<file path="config.mk">
export PLATFORM = sky130hd
export DESIGN_NAME = bvr_regs
export DESIGN_NICKNAME = d
export VERILOG_FILES = /design/src/bvr_pkg.sv /design/src/bvr_ramp_if.sv /design/src/bvr_regs.sv /design/src/bvr_ramp.sv
export SDC_FILE = /design/constraint.sdc
export NUM_CORES = 1
export LEC_CHECK = 0
export BUFFER_PORTS_ARGS = -buffer_cell sky130_fd_sc_hd__buf_2
export CAP_MARGIN = 20
export CELL_PAD_IN_SITES_DETAIL_PLACEMENT = 1
export CELL_PAD_IN_SITES_GLOBAL_PLACEMENT = 1
export CORE_ASPECT_RATIO = 1.2
export CORE_MARGIN = 10
export CORE_UTILIZATION = 45
export CTS_CLUSTER_SIZE = 16
export DETAILED_ROUTE_END_ITERATION = 10
export PLACE_DENSITY = 0.83
export SYNTH_ARGS = -nofsm -noshare
export SYNTH_HDL_FRONTEND = slang
export SYNTH_SLANG_ARGS = --single-unit
</file>
<file path="constraint.sdc">
create_clock -name core_clk -period 10.79 [get_ports core_clk]
set_input_delay 2.158 -clock core_clk [delete_from_list [all_inputs] [get_ports core_clk]]
set_output_delay 2.158 -clock core_clk [all_outputs]
set_load 0.02 [all_outputs]
</file>
<file path="src/bvr_pkg.sv">
// Constants and types shared by the buck set point register bank
`default_nettype none
package bvr_pkg;
    localparam int CLK_PERIOD_NS = 10;
    localparam logic [7:0] ADDR_NORMAL = 8'h20;
    localparam logic [7:0] ADDR_STANDBY = 8'h21;
    localparam logic [7:0] ADDR_SLEEP = 8'h22;
    localparam logic [7:0] ADDR_MODE = 8'h23;
    localparam logic [7:0] ADDR_CONF = 8'h24;
    localparam logic [5:0] CODE_RST = 6'h00;
    localparam logic [7:0] MODE_RST = 8'h80;
    localparam logic [7:0] CONF_RST = 8'h00;
    localparam int CODE_LSB = 0;
    localparam int MODE_LSB = 0;
    localparam int OMODE_BIT = 5;
    localparam int ILIM_BIT = 0;
    localparam int FREQ_LSB = 2;
    localparam int PHASE_LSB = 4;
    localparam int SPEED_LSB = 6;
    localparam int VOUT_BASE_MV = 300;
    localparam int VOUT_STEP_MV = 25;
    localparam int FREQ0_KHZ = 1000;
    localparam int FREQ1_KHZ = 2000;
    localparam int FREQ2_KHZ = 4000;
    localparam int PHASE_STEP_DEG = 90;
    localparam int RAMP_T0_NS = 2000;
    localparam int RAMP_T1_NS = 4000;
    localparam int RAMP_T2_NS = 8000;
    localparam int RAMP_T3_NS = 16000;
    localparam int RAMP_CYC0 = (RAMP_T0_NS + CLK_PERIOD_NS - 1) / CLK_PERIOD_NS;
    localparam int RAMP_CYC1 = (RAMP_T1_NS + CLK_PERIOD_NS - 1) / CLK_PERIOD_NS;
    localparam int RAMP_CYC2 = (RAMP_T2_NS + CLK_PERIOD_NS - 1) / CLK_PERIOD_NS;
    localparam int RAMP_CYC3 = (RAMP_T3_NS + CLK_PERIOD_NS - 1) / CLK_PERIOD_NS;
    localparam int RAMP_CNT_W = 11;

    typedef enum logic [1:0] {
        PWR_NORMAL = 2'b00,
        PWR_STANDBY = 2'b01,
        PWR_SLEEP = 2'b10
    } bvr_pwr_e;
endpackage : bvr_pkg
`default_nettype wire

</file>
<file path="src/bvr_ramp_if.sv">
// Carrier between the register bank and the voltage ramp stepper
`timescale 1ns/1ps
`default_nettype none
interface bvr_ramp_if;
    logic [5:0] target;
    logic [1:0] speed;
    logic [5:0] code;
    logic busy;
    modport ctrl (output target, output speed, input code, input busy);
    modport stepper (input target, input speed, output code, output busy);
endinterface : bvr_ramp_if
`default_nettype wire

</file>
<file path="src/bvr_regs.sv">
// Buck converter set point and configuration register bank
// How it works
// - Code gives 300 mV plus 25 mV steps
// - Three codes; apply the current state's code
// - Normal code at 0x20, bits 5:0, reset zero
// - Standby code at 0x21, bits 5:0, reset zero
// - Sleep code at 0x22, bits 5:0, reset zero
// - Mode field at 0x23 bits 3:0
// - Mode bit 5: sleep off or pulse-frequency
// - Config bit 0 picks high or low limit
// - Config bits 3:2 pick switching frequency
// - Config bits 5:4 pick clock phase
// - Config bits 7:6 pick ramp speed
// - Frequency 1, 2, 4 MHz; 11 reserved
// - Phase 0, 90, 180, 270 degrees
// - One config shared by both switching nodes
`timescale 1ns/1ps
`default_nettype none
module bvr_regs #(
    parameter logic [3:0] SLEEP_PFM_MODE = 4'h1,
    parameter int RAMP_CYC0 = bvr_pkg::RAMP_CYC0,
    parameter int RAMP_CYC1 = bvr_pkg::RAMP_CYC1,
    parameter int RAMP_CYC2 = bvr_pkg::RAMP_CYC2,
    parameter int RAMP_CYC3 = bvr_pkg::RAMP_CYC3
) (
    input wire logic core_clk,
    input wire logic sys_rst,
    input wire logic clk_en,
    input wire logic [7:0] reg_addr,
    input wire logic [7:0] reg_wdata,
    input wire logic reg_wr,
    input wire logic reg_rd,
    output logic [7:0] reg_rdata_q,
    output logic reg_rvalid_q,
    input wire bvr_pkg::bvr_pwr_e pwr_state,
    output logic [5:0] applied_code_q,
    output logic [10:0] vout_mv_q,
    output logic ramp_busy_q,
    output logic conv_en_q,
    output logic [3:0] switching_mode_select_q,
    output logic current_limit_level_q,
    output logic [1:0] switching_frequency_select_q,
    output logic [12:0] freq_khz_q,
    output logic [1:0] clock_phase_select_q,
    output logic [8:0] clock_phase_deg_q,
    output logic [1:0] voltage_ramp_speed_q
);
    import bvr_pkg::*;

    logic [5:0] normal_voltage_code_q;
    logic [5:0] standby_voltage_code_q;
    logic [5:0] sleep_voltage_code_q;
    logic [3:0] mode_field_q;
    logic sleep_state_select_q;
    logic [7:0] conf_q;
    logic [5:0] target_d;
    logic [7:0] rdata_d;
    logic wr_go;

    bvr_ramp_if rif ();

    ////////////////////////////////////////////////////////////////////////////////
    // Register writes

    assign wr_go = clk_en && reg_wr;

    always_ff @(posedge core_clk)
    begin
        if (sys_rst)
        begin
            normal_voltage_code_q <= CODE_RST;
            standby_voltage_code_q <= CODE_RST;
            sleep_voltage_code_q <= CODE_RST;
        end
        else if (wr_go)
        begin
            if (reg_addr == ADDR_NORMAL)
                normal_voltage_code_q <= reg_wdata[CODE_LSB +: 6];
            if (reg_addr == ADDR_STANDBY)
                standby_voltage_code_q <= reg_wdata[CODE_LSB +: 6];
            if (reg_addr == ADDR_SLEEP)
                sleep_voltage_code_q <= reg_wdata[CODE_LSB +: 6];
        end
    end

    // The documented 0x80 default lies outside the 4-bit field; only its low bits are kept
    always_ff @(posedge core_clk)
    begin
        if (sys_rst)
        begin
            mode_field_q <= MODE_RST[MODE_LSB +: 4];
            sleep_state_select_q <= 1'b0;
        end
        else if (wr_go && reg_addr == ADDR_MODE)
        begin
            mode_field_q <= reg_wdata[MODE_LSB +: 4];
            sleep_state_select_q <= reg_wdata[OMODE_BIT];
        end
    end

    always_ff @(posedge core_clk)
    begin
        if (sys_rst)
            conf_q <= CONF_RST;
        else if (wr_go && reg_addr == ADDR_CONF)
            conf_q <= reg_wdata;
    end

    ////////////////////////////////////////////////////////////////////////////////
    // Register reads; unused bits and unmapped addresses read zero

    always_comb
    begin
        case (reg_addr)
            ADDR_NORMAL: rdata_d = {2'b00, normal_voltage_code_q};
            ADDR_STANDBY: rdata_d = {2'b00, standby_voltage_code_q};
            ADDR_SLEEP: rdata_d = {2'b00, sleep_voltage_code_q};
            ADDR_MODE: rdata_d = {2'b00, sleep_state_select_q, 1'b0, mode_field_q};
            ADDR_CONF: rdata_d = conf_q;
            default: rdata_d = 8'h00;
        endcase
    end

    always_ff @(posedge core_clk)
    begin
        if (sys_rst)
        begin
            reg_rdata_q <= 8'h00;
            reg_rvalid_q <= 1'b0;
        end
        else if (clk_en)
        begin
            reg_rvalid_q <= reg_rd;
            if (reg_rd)
                reg_rdata_q <= rdata_d;
        end
    end

    ////////////////////////////////////////////////////////////////////////////////
    // Power state selection and ramp

    always_comb
    begin
        case (pwr_state)
            PWR_STANDBY: target_d = standby_voltage_code_q;
            PWR_SLEEP: target_d = sleep_voltage_code_q;
            default: target_d = normal_voltage_code_q;
        endcase
    end

    // The host keeps codes above 0.6 V; the bank stores whatever it is given
    assign rif.target = target_d;
    assign rif.speed = conf_q[SPEED_LSB +: 2];

    bvr_ramp #(
        .CYC0(RAMP_CYC0),
        .CYC1(RAMP_CYC1),
        .CYC2(RAMP_CYC2),
        .CYC3(RAMP_CYC3)
    ) u_ramp (
        .core_clk(core_clk),
        .sys_rst(sys_rst),
        .clk_en(clk_en),
        .rif(rif)
    );

    ////////////////////////////////////////////////////////////////////////////////
    // Converter outputs, one setting shared by both switching nodes

    always_ff @(posedge core_clk)
    begin
        if (sys_rst)
        begin
            applied_code_q <= CODE_RST;
            vout_mv_q <= 11'(VOUT_BASE_MV);
            ramp_busy_q <= 1'b0;
        end
        else if (clk_en)
        begin
            applied_code_q <= rif.code;
            vout_mv_q <= 11'(VOUT_BASE_MV + VOUT_STEP_MV * int'(rif.code));
            ramp_busy_q <= rif.busy;
        end
    end

    always_ff @(posedge core_clk)
    begin
        if (sys_rst)
        begin
            conv_en_q <= 1'b1;
            switching_mode_select_q <= MODE_RST[MODE_LSB +: 4];
        end
        else if (clk_en)
        begin
            conv_en_q <= !(pwr_state == PWR_SLEEP && !sleep_state_select_q);
            if (pwr_state == PWR_SLEEP && sleep_state_select_q)
                switching_mode_select_q <= SLEEP_PFM_MODE;
            else
                switching_mode_select_q <= mode_field_q;
        end
    end

    always_ff @(posedge core_clk)
    begin
        if (sys_rst)
        begin
            current_limit_level_q <= CONF_RST[ILIM_BIT];
            switching_frequency_select_q <= CONF_RST[FREQ_LSB +: 2];
            clock_phase_select_q <= CONF_RST[PHASE_LSB +: 2];
            voltage_ramp_speed_q <= CONF_RST[SPEED_LSB +: 2];
            freq_khz_q <= 13'(FREQ0_KHZ);
            clock_phase_deg_q <= 9'h000;
        end
        else if (clk_en)
        begin
            current_limit_level_q <= conf_q[ILIM_BIT];
            switching_frequency_select_q <= conf_q[FREQ_LSB +: 2];
            clock_phase_select_q <= conf_q[PHASE_LSB +: 2];
            voltage_ramp_speed_q <= conf_q[SPEED_LSB +: 2];
            clock_phase_deg_q <= 9'(PHASE_STEP_DEG * int'(conf_q[PHASE_LSB +: 2]));
            case (conf_q[FREQ_LSB +: 2])
                2'b00: freq_khz_q <= 13'(FREQ0_KHZ);
                2'b01: freq_khz_q <= 13'(FREQ1_KHZ);
                2'b10: freq_khz_q <= 13'(FREQ2_KHZ);
                default: freq_khz_q <= 13'h0000;
            endcase
        end
    end
endmodule : bvr_regs
`default_nettype wire

</file>
<file path="src/bvr_ramp.sv">
// Voltage code ramp stepper: one code step per selected interval
`timescale 1ns/1ps
`default_nettype none
module bvr_ramp #(
    parameter int CYC0 = bvr_pkg::RAMP_CYC0,
    parameter int CYC1 = bvr_pkg::RAMP_CYC1,
    parameter int CYC2 = bvr_pkg::RAMP_CYC2,
    parameter int CYC3 = bvr_pkg::RAMP_CYC3
) (
    input wire logic core_clk,
    input wire logic sys_rst,
    input wire logic clk_en,
    bvr_ramp_if.stepper rif
);
    import bvr_pkg::*;

    logic [RAMP_CNT_W-1:0] cnt_q;
    logic [RAMP_CNT_W-1:0] lim;
    logic [5:0] code_q;

    always_comb
    begin
        case (rif.speed)
            2'b00: lim = RAMP_CNT_W'(CYC0 - 1);
            2'b01: lim = RAMP_CNT_W'(CYC1 - 1);
            2'b10: lim = RAMP_CNT_W'(CYC2 - 1);
            default: lim = RAMP_CNT_W'(CYC3 - 1);
        endcase
    end

    // Compare with >= so a speed change mid-interval never strands the counter
    always_ff @(posedge core_clk)
    begin
        if (sys_rst)
        begin
            cnt_q <= '0;
            code_q <= CODE_RST;
        end
        else if (clk_en)
        begin
            if (code_q == rif.target)
                cnt_q <= '0;
            else if (cnt_q >= lim)
            begin
                cnt_q <= '0;
                code_q <= (code_q < rif.target) ? code_q + 6'h01 : code_q - 6'h01;
            end
            else
                cnt_q <= cnt_q + RAMP_CNT_W'(1);
        end
    end

    assign rif.code = code_q;
    assign rif.busy = (code_q != rif.target);
endmodule : bvr_ramp
`default_nettype wire

</file>
==> impl_results.md <==
- Delay of the slowest critical-path stage: 0.50 ns
- Share of cells above drive strength 1: 0.165
- Largest net degree at the start of global routing: 99
- Worst-Skew Late Latency: 0.35 ns
- Slew Viols, Final: 0
- Yosys top cell area share: 0.361
- Synth cell types: 53
- Clock skew: 0.00994 ns
- # DRC: 0
- CTS Buffer Depth: 2
- Clock slew at reported path FFs: 0.07 ns
- PwrDens: 124 nW/um2
- Status: completed
- Critical Path RT: 11.04 ns
- GR Util All Layers: 0.180
- CP startpoint kind: primary input
- DR pass1 iterations: 4
- Root buf cell: clkbuf_16
- Syn avg cell area: 9.19 um2
- Area delta synth->final: 12.3%
- Final Routed Wirelength: 15.0 mm
- Total gr overflow: 0
- Port Buffer Count: 78
- Most area-consuming cells after synthesis: dfxtp_1 36%, ha_1 13%, mux2i_1 11%
- Hold buffer count at CTS: 0
- DIE HEIGHT: 139 um
- Die X: 119 um
- Slew headroom: 0.313
- Worst path bufs/invs: 2
- CP Class: in -> reg
- Critical path origin: pwr_state[0]
- Final hold vios: 0
- Worst setup path endpoint: u_ramp.rif.code[5]
- Post-synth top flop: dfxtp_1
- Kind of cell adding the most delay to the critical path: compound AO/OA/AOI/OAI gates
- Gpl congestion: 0.904
- Die area: 16600 um2
- Drt initial violations: 211
- Yosys top cell by area: dfxtp_1
- Cts repair resizes: 0
- Initial Util: 0.460
- Clock sink count: 96
- FF-to-FF Start: u_ramp.rif.code[1]
- YS warnings: 0
- CP max FO: 12
- RSZ-0062 raised after global routing: false
- Vias per cell: 5.56
- Final #Nets: 716
- Clock H-tree levels: 3
- Setup ws final: 5.51 ns
- Leakage: 2.81 nW
- Commonest cells after routing, fill and taps aside: 96 x dfxtp_1, 81 x nor2_1, 78 x buf_2
- Dpl hpwl: 11.0 mm
- # IOs: 84
- CTS tree: built
- Register area share after synthesis: 0.361
- Post-DRT Antenna Nets: 0
- Drt wl/cell: 19.0 um
- Fmax: 189 MHz
- Most common cell after layout, fill and taps aside: dfxtp_1
- Core ar.: 11600 um2
- Cells after Synth: 579
- Number of synthesized flops with an enable pin: 0
- Worst R2R End: vout_mv_q[10]
- Crit. End Element: flip-flop
- Post-place setup slack: 5.22 ns
- Register-to-Register Path Depth: 11
- Number of global-route vias before repair: 4826
- Aggregate negative setup slack: 0 ns
- Mapped cell area: 5320 um2
- Via count: 4414
- Site Rows: 43
- Cts bufs inserted: 9
- Async SR Flop Fraction: 0
- Worst path depth: 16
- Worst-Margin Slew: 1.03 ns
- Max cap viols: 0
- Setup-failing EPs final: 0
- Diodes inserted: 0
- R2r setup slk: 7.48 ns
- HP Class: reg -> reg
- Slowest cell on crit path: ha_1
- Critical-path cell list: buf_2, inv_1, ha_1, nor2_1, a21oi_1, ha_1, a21oi_1, nand2_1, a211o_1, ha_1, a211oi_1, o21bai_1, a21oi_1, xnor2_1, a211oi_1, a31o_2
- Min Tclk post-route: 5.28 ns
- Yosys reg bits: 96
- Initial antenna violation count: 0
- Post-CTS Setup Bufs: 0
- VDD IR max: 0.0700 mV
- Global-route wire length before repair: 24.4 mm
- Final period util: 0.490
- Crit path DAT: 5.53 ns
## final cells by class
type / instances / area, um2
fillers: 1372 / 5600
multi-input cells: 415 / 3030
flip-flops and latches: 96 / 1920
repair buffers: 80 / 405
clock buffers: 10 / 229
well taps: 157 / 196
inverters: 30 / 113
clock inverters: 6 / 76.3
## how the worst min path moves through the flow
stage / from / end / slack [ns] / cells past startpoint
final: reg_rdata_q[6] / reg_rdata_q[6] / 0.46 / 2
after detailed placement: reg_rdata_q[6] / reg_rdata_q[6] / 0.45 / 2
after global routing: vout_mv_q[8] / vout_mv_q[8] / 0.49 / 1
after CTS: reg_rdata_q[6] / reg_rdata_q[6] / 0.46 / 2
after global placement: reg_rdata_q[7] / reg_rdata_q[7] / 0.45 / 2
after floorplan: conf_q[1] / conf_q[1] / 0.46 / 2
## stage by stage
stage	total power, mW	instance area, um2	hold WS, ns	cells	util
after floorplan	0.402	5330	0.461	583	-
after global placement	0.413	5670	0.446	778	0.490
after detailed placement	0.415	5670	0.453	778	0.490
after CTS	0.748	5970	0.463	794	0.516
after global routing	0.766	5970	0.489	794	0.516
final	0.739	5970	0.463	794	0.516
## report_power, final
part           total [mW]  internal, mW  switching [mW]
clock               0.332         0.184           0.148
sequential          0.360         0.358         0.00228
combinational      0.0467        0.0135          0.0332
## cell usage after synthesis, types with 4 or more instances
cell type  count
a211o_1        6
a211oi_1      12
a21o_1         8
a21oi_1       32
a222oi_1       5
a22oi_1        7
and3_1         5
buf_1          5
buf_4         15
clkbuf_1      13
dfxtp_1       96
fa_1           4
ha_1          57
inv_1         30
mux2i_1       58
nand2_1       36
nand2b_1       5
nand3_1       13
nor2_1        81
nor2b_1        7
nor3b_1        5
o21ai_0       21
o22ai_1        4
xnor2_1       12
## tightest hold or removal path, cell delays in order (launching register included)
cell and delay, ns:
dfxtp_1 0.31, nand2_1 0.05, a21oi_1 0.05
## flip-flops by register name, indices dropped and copies added (netlist names), 5 cells and up
register,flops
applied_code_q,6
clock_phase_deg_q,5
conf_q,8
freq_khz_q,7
normal_voltage_code_q,6
reg_rdata_q,8
sleep_voltage_code_q,6
standby_voltage_code_q,6
u_ramp.cnt_q,11
u_ramp.rif.code,6
vout_mv_q,9
## metal layers
layer / global-route usage / vias up / share of wire
li1: - / 2111 / -
met1: 0.198 / 2183 / 0.41
met2: 0.324 / 95 / 0.52
met3: 0.0383 / 25 / 0.045
met4: 0.0747 / 0 / 0.023
met5: 0 / - / 0
## cells by family (layout without fill, tap and decap cells)
| group | after synthesis | in the layout | share of synthesized area |
|---|---|---|---|
| buf+inv | 72 | 126 | 0.0720 |
| fa+ha+maj | 61 | 61 | 0.149 |
| compound gates | 105 | 105 | 0.128 |
| mux | 58 | 58 | 0.109 |
| flops | 96 | 96 | 0.361 |
| simple gates | 172 | 172 | 0.157 |
| other cells | 1 | 5 | 0.000705 |
| xor+xnor | 14 | 14 | 0.0231 |
(Power assumes the default switching activity.)
